<file path="src/acsp_pkg.sv">
// package of constants for the converter configuration serial port
package acsp_pkg;
    // serial word layout
    localparam int ADDR_W = 5;  // address bits shifted first
    localparam int DATA_W = 11; // data bits after address
    localparam int WORD_W = 16; // bits per serial word
    localparam int NUM_REGS = 32; // address space of the serial port
    localparam logic [10:0] REG_RESET = 11'h000; // every bit clears on reset
    // serial register offsets
    localparam logic [4:0] SER_REG_GLOBAL = 5'h00; // soft reset, reference, power down
    localparam logic [4:0] SER_REG_MODE = 5'h0d; // override, output mode bits
    // field positions in the global register
    localparam int BIT_SOFT_RESET = 10;
    localparam int BIT_REF_INTERNAL = 5;
    localparam int BIT_PDN_GLOBAL = 0;
    // field positions in the mode register
    localparam int BIT_OVERRIDE = 10;
    localparam int BIT_LSB_FIRST = 6;
    localparam int BIT_COARSE_GAIN = 5;
    localparam int BIT_RISE_EDGE = 4;
    localparam int BIT_SER16 = 2;
    localparam int BIT_SDR = 1;
    localparam int BIT_TWO_WIRE = 0;
    // format register and its data format bit
    localparam logic [4:0] SER_REG_FORMAT = 5'h0a;
    localparam int BIT_OFFSET_BIN = 9;
    // strap level codes, ground to full supply
    localparam logic [1:0] LVL_GND = 2'h0;
    localparam logic [1:0] LVL_LOW = 2'h1;
    localparam logic [1:0] LVL_HIGH = 2'h2;
    localparam logic [1:0] LVL_FULL = 2'h3;
    // timing
    localparam int CLK_MHZ = 50;
    localparam int APPLY_NS = 100; // write takes effect after the last bit
    localparam int APPLY_CYC = (APPLY_NS * CLK_MHZ) / 1000;
    localparam int RST_MIN_NS = 10; // shortest reset pulse that counts
    localparam int RST_CYC = ((RST_MIN_NS * CLK_MHZ) + 999) / 1000;
    localparam int STRAP_CYC = 4; // settle cycles before straps are latched
endpackage

</file>
<file path="src/acsp_sync.sv">
// two flip-flop synchroniser for a group of pin inputs
`timescale 1ns/1ns
module acsp_sync #(
    parameter int W = 1
) (
    // clock and reset
    input  wire logic         aclk,
    input  wire logic         aresetn,
    // pins and result
    input  wire logic [W-1:0] async_in,
    output logic      [W-1:0] sync_out
);
    logic [W-1:0] meta; // first stage, read only by the second

    // both stages clear on reset so logic sees a quiet pin
    always_ff @(posedge aclk) begin
        if (!aresetn) begin
            meta     <= '0;
            sync_out <= '0;
        end else begin
            meta     <= async_in;
            sync_out <= meta;
        end
    end
endmodule // acsp_sync

</file>
<file path="src/acsp_strap.sv">
// strap level capture after power-up
`timescale 1ns/1ns
module acsp_strap (
    // clock and reset
    input  wire logic       aclk,
    input  wire logic       aresetn,
    // synchronised strap codes
    input  wire logic [7:0] strap_in,
    // latched codes and capture flag
    output logic      [7:0] strap_q,
    output logic            strap_done
);
    logic [3:0] settle; // lets the synchronisers fill before capture

    // capture once after release; later pin motion is ignored
    always_ff @(posedge aclk) begin
        if (!aresetn) begin
            settle     <= 4'h0;
            strap_q    <= 8'h00;
            strap_done <= 1'b0;
        end else if (!strap_done) begin
            if (settle == 4'(acsp_pkg::STRAP_CYC)) begin
                strap_q    <= strap_in; // RULE23
                strap_done <= 1'b1;
            end else begin
                settle <= settle + 4'h1;
            end
        end
    end
endmodule // acsp_strap

</file>
<file path="src/acsp_port.sv">
// serial configuration port with strap decode and register bank
//
// Register access over AXI4-Lite and the register addresses were left to the implementer.
`timescale 1ns/1ns
// Operation
// RULE1: shift only while select is low
// RULE2: sample data on shift clock falling edge
// RULE3: every sixteenth falling edge writes the register
// RULE4: partial word at release is discarded
// RULE5: several words per select period allowed
// RULE6: five address bits then eleven data
// RULE7: works at any slow rate or duty
// RULE8: write applies about 100 ns after edge
// RULE9: host resets registers after power-up
// RULE10: reset pulse over 10 ns restores defaults
// RULE11: soft reset bit restores defaults, self-clears
// RULE12: host waits 5 ms before reset
// RULE13: host waits 25 ns before select
// RULE14: straps configure device after power-up
// RULE15: select strap sets reference and coarse gain
// RULE16: interface strap sets rate and wires
// RULE17: serialization strap sets factor and edge
// RULE18: capture edge only in two-wire single-rate
// RULE19: format strap sets order and coding
// RULE20: override bit hands modes to registers
// RULE21: power-down pin forces global power down
// RULE22: any reset clears every register bit
// RULE23: straps captured once as 2-bit codes
// RULE24: select high restarts the bit count
module acsp_port #(
    parameter int SAMPLE_LAG = 1 // not used; data is sampled in the cycle the falling edge is detected
) (
    // system clock and reset
    input  wire logic       aclk,
    input  wire logic       aresetn,
    // serial pins
    input  wire logic       serial_select_n,
    input  wire logic       serial_clk,
    input  wire logic       config_serial_in,
    input  wire logic       reset_pin,
    // strap pins as 2-bit level codes, and the power-down pin
    input  wire logic [1:0] select_strap,
    input  wire logic [1:0] interface_mode_strap,
    input  wire logic [1:0] serialization_strap,
    input  wire logic [1:0] reserved_strap,
    input  wire logic [1:0] format_strap,
    input  wire logic       power_down_pin,
    // AXI4-Lite write address and data
    input  wire logic [6:0] s_axi_awaddr,
    input  wire logic       s_axi_awvalid,
    output logic            s_axi_awready,
    input  wire logic [31:0] s_axi_wdata,
    input  wire logic [3:0] s_axi_wstrb,
    input  wire logic       s_axi_wvalid,
    output logic            s_axi_wready,
    // AXI4-Lite write response
    output logic [1:0]      s_axi_bresp,
    output logic            s_axi_bvalid,
    input  wire logic       s_axi_bready,
    // AXI4-Lite read
    input  wire logic [6:0] s_axi_araddr,
    input  wire logic       s_axi_arvalid,
    output logic            s_axi_arready,
    output logic [31:0]     s_axi_rdata,
    output logic [1:0]      s_axi_rresp,
    output logic            s_axi_rvalid,
    input  wire logic       s_axi_rready,
    // effective configuration
    output logic            global_power_down,
    output logic            ref_internal,
    output logic            coarse_gain_on,
    output logic            sdr_bit_clock,
    output logic            two_wire,
    output logic            serialize_16x,
    output logic            capture_rising,
    output logic            lsb_first,
    output logic            offset_binary,
    output logic            config_valid
);
    // register bank readable over AXI, read only there
    logic [10:0] cfg_reg [acsp_pkg::NUM_REGS];

    // synchronised pins
    logic [4:0] pin_s;
    logic [7:0] strap_s;
    logic [7:0] strap_q;
    logic       strap_done;
    logic       sel_n_s, sclk_s, sdin_s, rst_s, pdn_s;
    assign {sel_n_s, sclk_s, sdin_s, rst_s, pdn_s} = pin_s;

    acsp_sync #(.W(5)) u_pin_sync (
        .aclk     (aclk),
        .aresetn  (aresetn),
        .async_in ({serial_select_n, serial_clk, config_serial_in, reset_pin, power_down_pin}),
        .sync_out (pin_s)
    );
    // straps go through the same two-stage path before capture
    acsp_sync #(.W(8)) u_strap_sync (
        .aclk     (aclk),
        .aresetn  (aresetn),
        .async_in ({select_strap, interface_mode_strap, serialization_strap, format_strap}),
        .sync_out (strap_s)
    );
    acsp_strap u_strap (
        .aclk       (aclk),
        .aresetn    (aresetn),
        .strap_in   (strap_s),
        .strap_q    (strap_q),
        .strap_done (strap_done)
    );

    // reserved strap has no function; its level is ignored
    logic unused_reserved;
    assign unused_reserved = ^reserved_strap;

    // shift clock edge detect on synchronised copies
    logic sclk_d;
    wire  sclk_fall = sclk_d && !sclk_s; // RULE2 RULE7

    // shifter state
    logic [15:0] shift_word;
    logic [3:0]  bit_cnt;
    logic        word_ready;
    logic [6:0]  apply_cnt;
    logic        rst_hi;
    logic [2:0]  rst_len;
    logic [15:0] held_word; // finished word, kept while the next one shifts
    wire  [15:0] next_shift = {shift_word[14:0], sdin_s};
    wire  [4:0]  word_addr  = held_word[15:11]; // RULE6
    wire  [10:0] word_data  = held_word[10:0];
    wire         word_done  = sclk_fall && !sel_n_s && (bit_cnt == 4'hf);
    wire         apply_now  = word_ready && (apply_cnt == 7'(acsp_pkg::APPLY_CYC - 1));
    wire         soft_reset = apply_now && (word_addr == acsp_pkg::SER_REG_GLOBAL)
                              && word_data[acsp_pkg::BIT_SOFT_RESET];
    // pin reset counts once held for the least width
    wire         hard_reset = rst_s && (({1'b0, rst_len} + 4'h1) >= 4'(acsp_pkg::RST_CYC)); // RULE10
    wire         bank_clear = hard_reset || soft_reset; // RULE22 RULE11

    // bit shifter: edge detect, shift, count
    always_ff @(posedge aclk) begin
        if (!aresetn) begin
            sclk_d     <= 1'b0; // matches the cleared synchroniser, no false edge
            shift_word <= 16'h0000;
            bit_cnt    <= 4'h0;
        end else begin
            sclk_d <= sclk_s;
            if (sel_n_s) begin
                bit_cnt <= 4'h0; // RULE24 RULE4
            end else if (sclk_fall) begin
                shift_word <= next_shift; // RULE1
                bit_cnt    <= bit_cnt + 4'h1; // wraps for chained words RULE5
            end
        end
    end

    // word hold and apply delay; the word is latched so the next word may shift
    always_ff @(posedge aclk) begin
        if (!aresetn) begin
            word_ready <= 1'b0;
            apply_cnt  <= 7'h00;
            held_word  <= 16'h0000;
        end else if (word_done) begin
            word_ready <= 1'b1; // RULE3
            apply_cnt  <= 7'h00;
            held_word  <= next_shift;
        end else if (word_ready) begin
            apply_cnt <= apply_cnt + 7'h01; // RULE8
            if (apply_now) begin
                word_ready <= 1'b0;
            end
        end
    end

    // pin reset pulse width measurement
    always_ff @(posedge aclk) begin
        if (!aresetn) begin
            rst_len <= 3'h0;
        end else if (!rst_s) begin
            rst_len <= 3'h0;
        end else if (rst_len != 3'h7) begin
            rst_len <= rst_len + 3'h1;
        end
    end
    assign rst_hi = hard_reset;

    // register bank update; the soft reset bit never stays set
    wire [4:0]  held_addr = held_word[15:11];
    wire [10:0] held_data = held_word[10:0];
    genvar gi;
    generate
        for (gi = 0; gi < acsp_pkg::NUM_REGS; gi++) begin : g_reg
            always_ff @(posedge aclk) begin
                if (!aresetn || bank_clear) begin
                    cfg_reg[gi] <= acsp_pkg::REG_RESET; // RULE22
                end else if (apply_now && held_addr == 5'(gi)) begin
                    cfg_reg[gi] <= held_data; // RULE3
                end
            end
        end
    endgenerate

    // strap decode
    wire [1:0] st_sel  = strap_q[7:6];
    wire [1:0] st_if   = strap_q[5:4];
    wire [1:0] st_ser  = strap_q[3:2];
    wire [1:0] st_fmt  = strap_q[1:0];
    // RULE15: external 0, external 3.5, internal 3.5, internal 0 dB
    wire pin_ref_int   = (st_sel == acsp_pkg::LVL_HIGH) || (st_sel == acsp_pkg::LVL_FULL);
    wire pin_coarse    = (st_sel == acsp_pkg::LVL_LOW) || (st_sel == acsp_pkg::LVL_HIGH);
    // RULE16: low-middle level unused, keeps the ground default RULE23
    wire pin_sdr       = (st_if == acsp_pkg::LVL_HIGH);
    wire pin_two_wire  = (st_if == acsp_pkg::LVL_HIGH) || (st_if == acsp_pkg::LVL_FULL);
    // RULE17
    wire pin_ser16     = (st_ser == acsp_pkg::LVL_LOW) || (st_ser == acsp_pkg::LVL_HIGH);
    wire pin_rise      = (st_ser == acsp_pkg::LVL_HIGH) || (st_ser == acsp_pkg::LVL_FULL);
    // RULE19
    wire pin_lsb       = (st_fmt == acsp_pkg::LVL_HIGH) || (st_fmt == acsp_pkg::LVL_FULL);
    wire pin_offset    = (st_fmt == acsp_pkg::LVL_LOW) || (st_fmt == acsp_pkg::LVL_HIGH);

    // register versus pin priority
    wire [10:0] r_glb  = cfg_reg[acsp_pkg::SER_REG_GLOBAL];
    wire [10:0] r_mode = cfg_reg[acsp_pkg::SER_REG_MODE];
    wire [10:0] r_fmt  = cfg_reg[acsp_pkg::SER_REG_FORMAT];
    wire ovrd          = r_mode[acsp_pkg::BIT_OVERRIDE]; // RULE20
    wire eff_sdr       = ovrd ? r_mode[acsp_pkg::BIT_SDR] : pin_sdr;
    wire eff_two       = ovrd ? r_mode[acsp_pkg::BIT_TWO_WIRE] : pin_two_wire;
    wire eff_rise_raw  = ovrd ? r_mode[acsp_pkg::BIT_RISE_EDGE] : pin_rise;
    wire eff_rise      = eff_rise_raw && eff_sdr && eff_two; // RULE18
    wire eff_pdn       = pdn_s || r_glb[acsp_pkg::BIT_PDN_GLOBAL]; // RULE21

    // configuration outputs, registered; valid once straps are in
    always_ff @(posedge aclk) begin
        if (!aresetn) begin
            global_power_down <= 1'b0;
            ref_internal      <= 1'b0;
            coarse_gain_on    <= 1'b0;
            sdr_bit_clock     <= 1'b0;
            two_wire          <= 1'b0;
            serialize_16x     <= 1'b0;
            capture_rising    <= 1'b0;
            lsb_first         <= 1'b0;
            offset_binary     <= 1'b0;
            config_valid      <= 1'b0;
        end else begin
            global_power_down <= eff_pdn; // RULE21
            ref_internal      <= ovrd ? r_glb[acsp_pkg::BIT_REF_INTERNAL] : pin_ref_int; // RULE15
            coarse_gain_on    <= ovrd ? r_mode[acsp_pkg::BIT_COARSE_GAIN] : pin_coarse; // RULE20
            sdr_bit_clock     <= eff_sdr; // RULE16
            two_wire          <= eff_two;
            serialize_16x     <= ovrd ? r_mode[acsp_pkg::BIT_SER16] : pin_ser16; // RULE17
            capture_rising    <= eff_rise; // RULE18
            lsb_first         <= ovrd ? r_mode[acsp_pkg::BIT_LSB_FIRST] : pin_lsb; // RULE19
            offset_binary     <= ovrd ? r_fmt[acsp_pkg::BIT_OFFSET_BIN] : pin_offset;
            config_valid      <= strap_done; // RULE14
        end
    end

    // AXI4-Lite slave: registers are read only, writes answer SLVERR
    logic aw_got, w_got;
    always_ff @(posedge aclk) begin
        if (!aresetn) begin
            s_axi_awready <= 1'b0;
            s_axi_wready  <= 1'b0;
            s_axi_bvalid  <= 1'b0;
            s_axi_bresp   <= 2'h0;
            aw_got        <= 1'b0;
            w_got         <= 1'b0;
        end else begin
            s_axi_awready <= !aw_got && !s_axi_awready && s_axi_awvalid && !s_axi_bvalid;
            s_axi_wready  <= !w_got && !s_axi_wready && s_axi_wvalid && !s_axi_bvalid;
            if (s_axi_awready && s_axi_awvalid) aw_got <= 1'b1;
            if (s_axi_wready && s_axi_wvalid) w_got <= 1'b1;
            if (aw_got && w_got && !s_axi_bvalid) begin
                s_axi_bvalid <= 1'b1;
                s_axi_bresp  <= 2'h2;
                aw_got       <= 1'b0;
                w_got        <= 1'b0;
            end else if (s_axi_bvalid && s_axi_bready) begin
                s_axi_bvalid <= 1'b0;
            end
        end
    end
    wire unused_w = ^{s_axi_awaddr, s_axi_wdata, s_axi_wstrb, rst_hi, unused_reserved};

    // read: word index is address bits 6:2, bits above 10 read zero
    wire [4:0]  rd_idx  = s_axi_araddr[6:2];
    wire [31:0] rd_word = {21'h000000, cfg_reg[rd_idx]};
    always_ff @(posedge aclk) begin
        if (!aresetn) begin
            s_axi_arready <= 1'b0;
            s_axi_rvalid  <= 1'b0;
            s_axi_rdata   <= 32'h00000000;
            s_axi_rresp   <= 2'h0;
        end else begin
            s_axi_arready <= !s_axi_arready && s_axi_arvalid && !s_axi_rvalid;
            if (s_axi_arready && s_axi_arvalid) begin
                s_axi_rvalid <= 1'b1;
                s_axi_rdata  <= rd_word;
                s_axi_rresp  <= 2'h0;
            end else if (s_axi_rvalid && s_axi_rready) begin
                s_axi_rvalid <= 1'b0;
            end
        end
    end
endmodule // acsp_port

</file>
<file path="config.mk">
export PLATFORM = sky130hd
export DESIGN_NAME = acsp_port
export DESIGN_NICKNAME = d
export VERILOG_FILES = /design/src/acsp_pkg.sv /design/src/acsp_sync.sv /design/src/acsp_strap.sv /design/src/acsp_port.sv
export SDC_FILE = /design/constraint.sdc
export NUM_CORES = 1
export LEC_CHECK = 0
export BUFFER_PORTS_ARGS = -buffer_cell sky130_fd_sc_hd__buf_2
export CAP_MARGIN = 10
export CORE_MARGIN = 1.5
export CORE_UTILIZATION = 55
export CTS_CLUSTER_DIAMETER = 30
export DETAILED_ROUTE_END_ITERATION = 10
export MAX_ROUTING_LAYER = met4
export PLACE_DENSITY = 0.8
export SYNTH_ARGS = -nofsm -noshare
export SYNTH_HDL_FRONTEND = slang
export SYNTH_HIERARCHICAL = 1
export SYNTH_SLANG_ARGS = --single-unit
</file>
<file path="constraint.sdc">
create_clock -name aclk -period 3.8 [get_ports aclk]
set_input_delay 0.19 -clock aclk [delete_from_list [all_inputs] [get_ports aclk]]
set_output_delay 0.19 -clock aclk [all_outputs]
set_load 0.05 [all_outputs]
</file>
## Word level (Yosys, flattened, before mapping)

Memory sizes are Yosys's and may differ from the RTL's. A register that Yosys moved wholly into a read port is not among the register bits.
Index checks and enable logic that the tools add are counted.

- Bits in registers: 104
- Bits in writable memories: 352
- Input bits: 72
- Output and inout port bits: 51
- Memories kept: 1

- $add $sub $neg: 5
- Order comparisons: 1
- Equality and inequality tests: 46
- Muxes and demuxes: 147
- Bitwise operators: 36
- Reduce and logical (&&, ||, !) cells: 86

Memory list:

| memory | depth | width | read ports | clocked after memory_dff | write ports | line | text |
|---|---|---|---|---|---|---|---|
| cfg_reg | 32 | 11 | 4 | 1 | 32 | acsp_port.sv:81 | `logic [10:0] cfg_reg [acsp_pkg::NUM_REGS];` |

Operators with widths:

| operator | count |
|---|---|
| $mux W11 | 32 |
| $mux W1 | 115 |
| $eq A5 B5 Y1 const B | 16 |
| $logic_and A1 B1 Y1 | 55 |
| $eq A5 B4 Y1 const B | 8 |
| $or A1 B1 Y1 | 32 |
| $eq A5 B3 Y1 const B | 4 |
| $eq A2 B2 Y1 const B | 8 |
| $logic_not A1 Y1 | 11 |
| $eq A5 B2 Y1 const B | 2 |
| $logic_or A1 B1 Y1 | 10 |
| $add A4 B1 Y4 const B | 2 |
| $reduce_and A2 Y1 | 4 |
| $add A7 B1 Y7 const B | 1 |
| $eq A7 B3 Y1 const B | 1 |
| $eq A2 B1 Y1 const B | 3 |
| $reduce_or A2 Y1 | 3 |
| $eq A5 B1 Y1 const B | 1 |
| $logic_not A5 Y1 | 1 |
| $add A3 B1 Y4 const B | 1 |
| $eq A4 B3 Y1 const B | 1 |
| $eq A4 B4 Y1 const B | 1 |
| $ge A4 B1 Y1 const B | 1 |
| $not A1 Y1 | 4 |
| other kinds (3) | 4 |

## Depth between registers and ports, before layout

- Depth after elaboration: 9
- Depth in mapped cells: 10
- Gate-level depth less buffers: 7

## Cells and area by module

The synthesis kept the hierarchy.

Modules (own cells, without submodules):

| module | times used | cells each | area an instance (um^2) |
|---|---|---|---|
| acsp_port | 1 | 1,583 | 19,039.5 |
| acsp_strap | 1 | 53 | 549.3 |
| acsp_sync at u_strap_sync | 1 | 33 | 446.7 |
| acsp_sync at u_pin_sync | 1 | 20 | 262.8 |

## Worst setup path after synthesis

Ideal clock, no wire load.

- Path kind: register to register
- Start: register apply_cnt[0]
- End: memory cfg_reg[23][0], enable pin
- Setup time: 0.394 ns
- Arrival time: 2.501 ns
- Data required time: 3.406 ns
- Setup slack: 0.904 ns
- Cell stages (with the launch flop): 8
- Clock period less this slack: 2.896 ns
- Cells stage by stage: dfxtp_1 > inv_1 > ha_1 > or4b_4 > or3_1 > clkbuf_1 > clkbuf_1 > o21ai_0

RTL lines:

| element | line | text |
|---|---|---|
| start, declared | acsp_port.sv:124 | `logic [6:0] apply_cnt;` |
| start signal, assigned | acsp_port.sv:167 | `apply_cnt <= apply_cnt + 7'h01;` |
| end, declared | acsp_port.sv:81 |  |

==> run summary <==
YOSYS
----------------------------------------------------------------------------------------------------
Most common flop cell mapped by yosys                                                   sky130_fd_sc_hd__edfxtp_1
Area contributors post-synth                                                            sky130_fd_sc_hd__edfxtp_1 (52%), sky130_fd_sc_hd__dfxtp_1 (11%), sky130_fd_sc_hd__mux2i_1 (9.4%)
Number of synthesized register bits                                                              467
Top-area cell type share of the netlist area                                                  0.5207
Yosys synthesis warning count                                                                      6
Unique cell type count in the Yosys netlist                                                       44
Post-synthesis cell type with the largest combined area                                 sky130_fd_sc_hd__edfxtp_1
Number of enable-type register cells in the synthesized netlist                                  352
Post-Syn Area                                                                           20,300 sq um
Fraction of synthesis flops using an asynchronous set or reset pin                                 0
Per-instance average area after synthesis                                                12.02 sq um
Sequential-to-total area share from yosys stat                                                0.6342
Syn Inst Count                                                                                 1,689

FLOORPLAN
----------------------------------------------------------------------------------------------------
Row count                                                                                         70
Vertical extent of the die                                                                  195.1 um
Core Region                                                                             36,430 sq um
Initial Utilization                                                                           0.5571
Die area                                                                                38,070 sq um
Total I/O pin count                                                                              123
Overall die width                                                                           195.1 um

WORST HOLD PATH
----------------------------------------------------------------------------------------------------
Depth of the worst hold-timing path                                                                3
Hold Crit Start                                                                              aresetn
Hold endpoint                                                                           u_pin_sync/meta[2]
Path category of the worst min-delay check                                                    in2reg

ROUTE
----------------------------------------------------------------------------------------------------
Vias after detailed routing                                                                   14,010
First drt pass iteration count                                                                     8
Drt total wl                                                                               51,490 um
Routed vias/inst                                                                               5.991
WL per Instance                                                                             22.01 um
Number of routed nets with antenna violations                                                      0
Number of DRC markers in iteration 0                                                           1,631
Remaining DRCs                                                                                     0

PLACE
----------------------------------------------------------------------------------------------------
Placed wire-length estimate after detailed placement                                       30,070 um
# placed instances                                                                             2,148
Area of placed instances                                                                21,010 sq um
Number of input and output port buffers inserted                                                  51
Last weighted congestion value of the routability-driven placer                               0.8572

WORST SETUP PATH
----------------------------------------------------------------------------------------------------
Data required time at the worst endpoint                                                     4.12 ns
Worst R2R Path Depth                                                                               5
Crit start category                                                                             flop
Worst Setup Path Type                                                                        reg2reg
Type of destination of the critical path                                                        flop
Worst-case register-to-register setup slack                                                  0.21 ns
Reg2reg start                                                                           held_word[11]
Reg-to-Reg End                                                                          cfg_reg[13][2]
Worst path arrival time                                                                      3.91 ns
Largest fanout of any net on the critical path                                                    13

TIMING
----------------------------------------------------------------------------------------------------
Worst slew margin                                                                             0.1727
Unrepaired setup endpoints after global routing                                                   no
Accumulated negative setup slack                                                                0 ns
Clk_skew                                                                                  0.02168 ns
Setup Viol. Count Final                                                                            0
Pins Over Slew Limit                                                                               0
Worst hold margin                                                                          0.2262 ns
Least-Margin Pin Slew                                                                       1.228 ns
Peak clock frequency supported by timing                                                  0.2787 GHz
Clock period minus final worst setup slack                                                  3.588 ns
Count of endpoints failing hold in the final timing report                                         0
Tcrit/Tclk final                                                                              0.9443

CELLS AND AREA
----------------------------------------------------------------------------------------------------
Nets@finish                                                                                    1,878
Final design instance area without fill                                                 24,360 sq um
Share of final-layout standard cells stronger than drive strength 1                           0.2209
Commonest cells after routing, fill and taps aside                                      sky130_fd_sc_hd__edfxtp_1 (352), sky130_fd_sc_hd__nor2_1 (284), sky130_fd_sc_hd__mux2i_1 (191)
Layout Cells excl Fill                                                                         2,339
Area growth from synthesis to final layout                                                    20.03%
Commonest non-fill, non-tap cell in the layout                                          sky130_fd_sc_hd__edfxtp_1
Max FFs per register                                                                             352

POWER AND IR DROP
----------------------------------------------------------------------------------------------------
Power Total                                                                                 14.70 mW
Power per Cell Area                                                                     603.4 nW/um^2
Worst voltage drop across the vdd grid                                                     0.3932 mV
Cell leakage power                                                                          9.204 nW

CTS
----------------------------------------------------------------------------------------------------
Number of buffers on the longest clock path                                                        3
Cts bufs inserted                                                                                 91
Clock tree from TritonCTS                                                                      built
CTS resizes                                                                                        0
TritonCTS sink count                                                                             467
Clock Latency Late Sink                                                                      0.61 ns
Clock Tree Root                                                                         sky130_fd_sc_hd__clkbuf_16
Post-CTS Setup Repair Bufs                                                                         0
Clock-pin slew reported for the worst setup and hold paths after clock tree synthesis        0.05 ns
Total number of H-tree levels                                                                      3

GRT
----------------------------------------------------------------------------------------------------
Total global routing track utilization                                                        0.2755
Pin count of the biggest net entering global routing                                              68
Number of antenna violations at the first check in global routing                                  1
Congestion Overflow GR                                                                             0
Wire length of the first global-routing pass                                               77,560 um
Via count of the first global-routing pass                                                    13,940

OUTCOME
----------------------------------------------------------------------------------------------------
Run status                                                                              finished clean

RUN
----------------------------------------------------------------------------------------------------
Max-Cap Viols                                                                                      0

==> cell usage after synthesis, drive strengths merged (7+ instances only) <==
cell type,number
a21oi,98
a22oi,88
and2,40
buf,77
clkbuf,77
dfxtp,115
edfxtp,352
ha,14
inv,14
mux2i,191
nand2,96
nand2b,7
nand3,18
nor2,385
nor2b,19
o21ai,44
or4,12
==> layout make-up <==
type,count,area (sq um)
Multi-Input combinational cell,1079,6691
Clock buffer,105,2392
Clock inverter,66,770.7
Timing Repair Buffer,139,996.0
Tap cell,468,585.6
Inverter,14,52.55
Sequential cell,467,12870
Antenna cell,1,2.502
Fill cell,2426,12070
==> worst max-delay path: stages, from the launching register on <==
cell and delay (ns):
sky130_fd_sc_hd__dfxtp_1 0.46, sky130_fd_sc_hd__or4_1 0.61, sky130_fd_sc_hd__nor4_1 1.00, sky130_fd_sc_hd__a211oi_4 0.35, sky130_fd_sc_hd__o21ai_0 0.56, sky130_fd_sc_hd__buf_4 0.32
==> report_power, final <==
part / internal [mW] / leakage [nW] / switching, mW
sequential: 5.70 / 4.63 / 0.0771
combinational: 0.251 / 3.04 / 0.517
clock: 5.37 / 1.53 / 2.79
total: 11.3 / 9.20 / 3.38
==> routing by layer <==
layer / GRT usage / vias to the layer above / routed length (um)
met5: - / - / 0
met4: 0.1370 / 0 / 2285
met3: 0.05509 / 173 / 5399
met2: 0.4425 / 894 / 25080
met1: 0.3337 / 6784 / 18720
li1: - / 6161 / -
==> worst max path at each step <==
stage                        startpoint              end
after floorplan            apply_cnt[0]   cfg_reg[23][0]
after global placement       rst_len[0]   cfg_reg[13][5]
after detailed placement     rst_len[0]  cfg_reg[13][10]
after CTS                    rst_len[0]   cfg_reg[13][2]
after global routing       apply_cnt[0]   cfg_reg[13][6]
final                     held_word[11]   cfg_reg[13][2]
==> kinds of logic after synthesis <==
logic type               share of synthesized area
XOR/XNOR                                  0.004315
flip-flops                                  0.6342
other                                    0.0001847
adder cells (fa/ha/maj)                   0.008630
multiplexers                               0.09419
AND/OR/NAND/NOR                             0.1460
buffers and inverters                      0.04327
AO/OA/AOI/OAI                              0.06922
==> stage by stage <==
stage | setup slack [ns] | utilization
finish | 0.2116 | 0.6687
global route | 0.1633 | 0.6687
CTS | 0.1728 | 0.6683
detailed placement | 0.1545 | 0.5765
global placement | 0.2216 | 0.5765
floorplan | 0.9044 | -
==> timing repair <==
action                                  in CTS  in global routing
hold buffers                                18                  0
endpoints found under the hold margin       20                  0
endpoints found under the setup margin       0                 14
(Power assumes the default switching activity.)
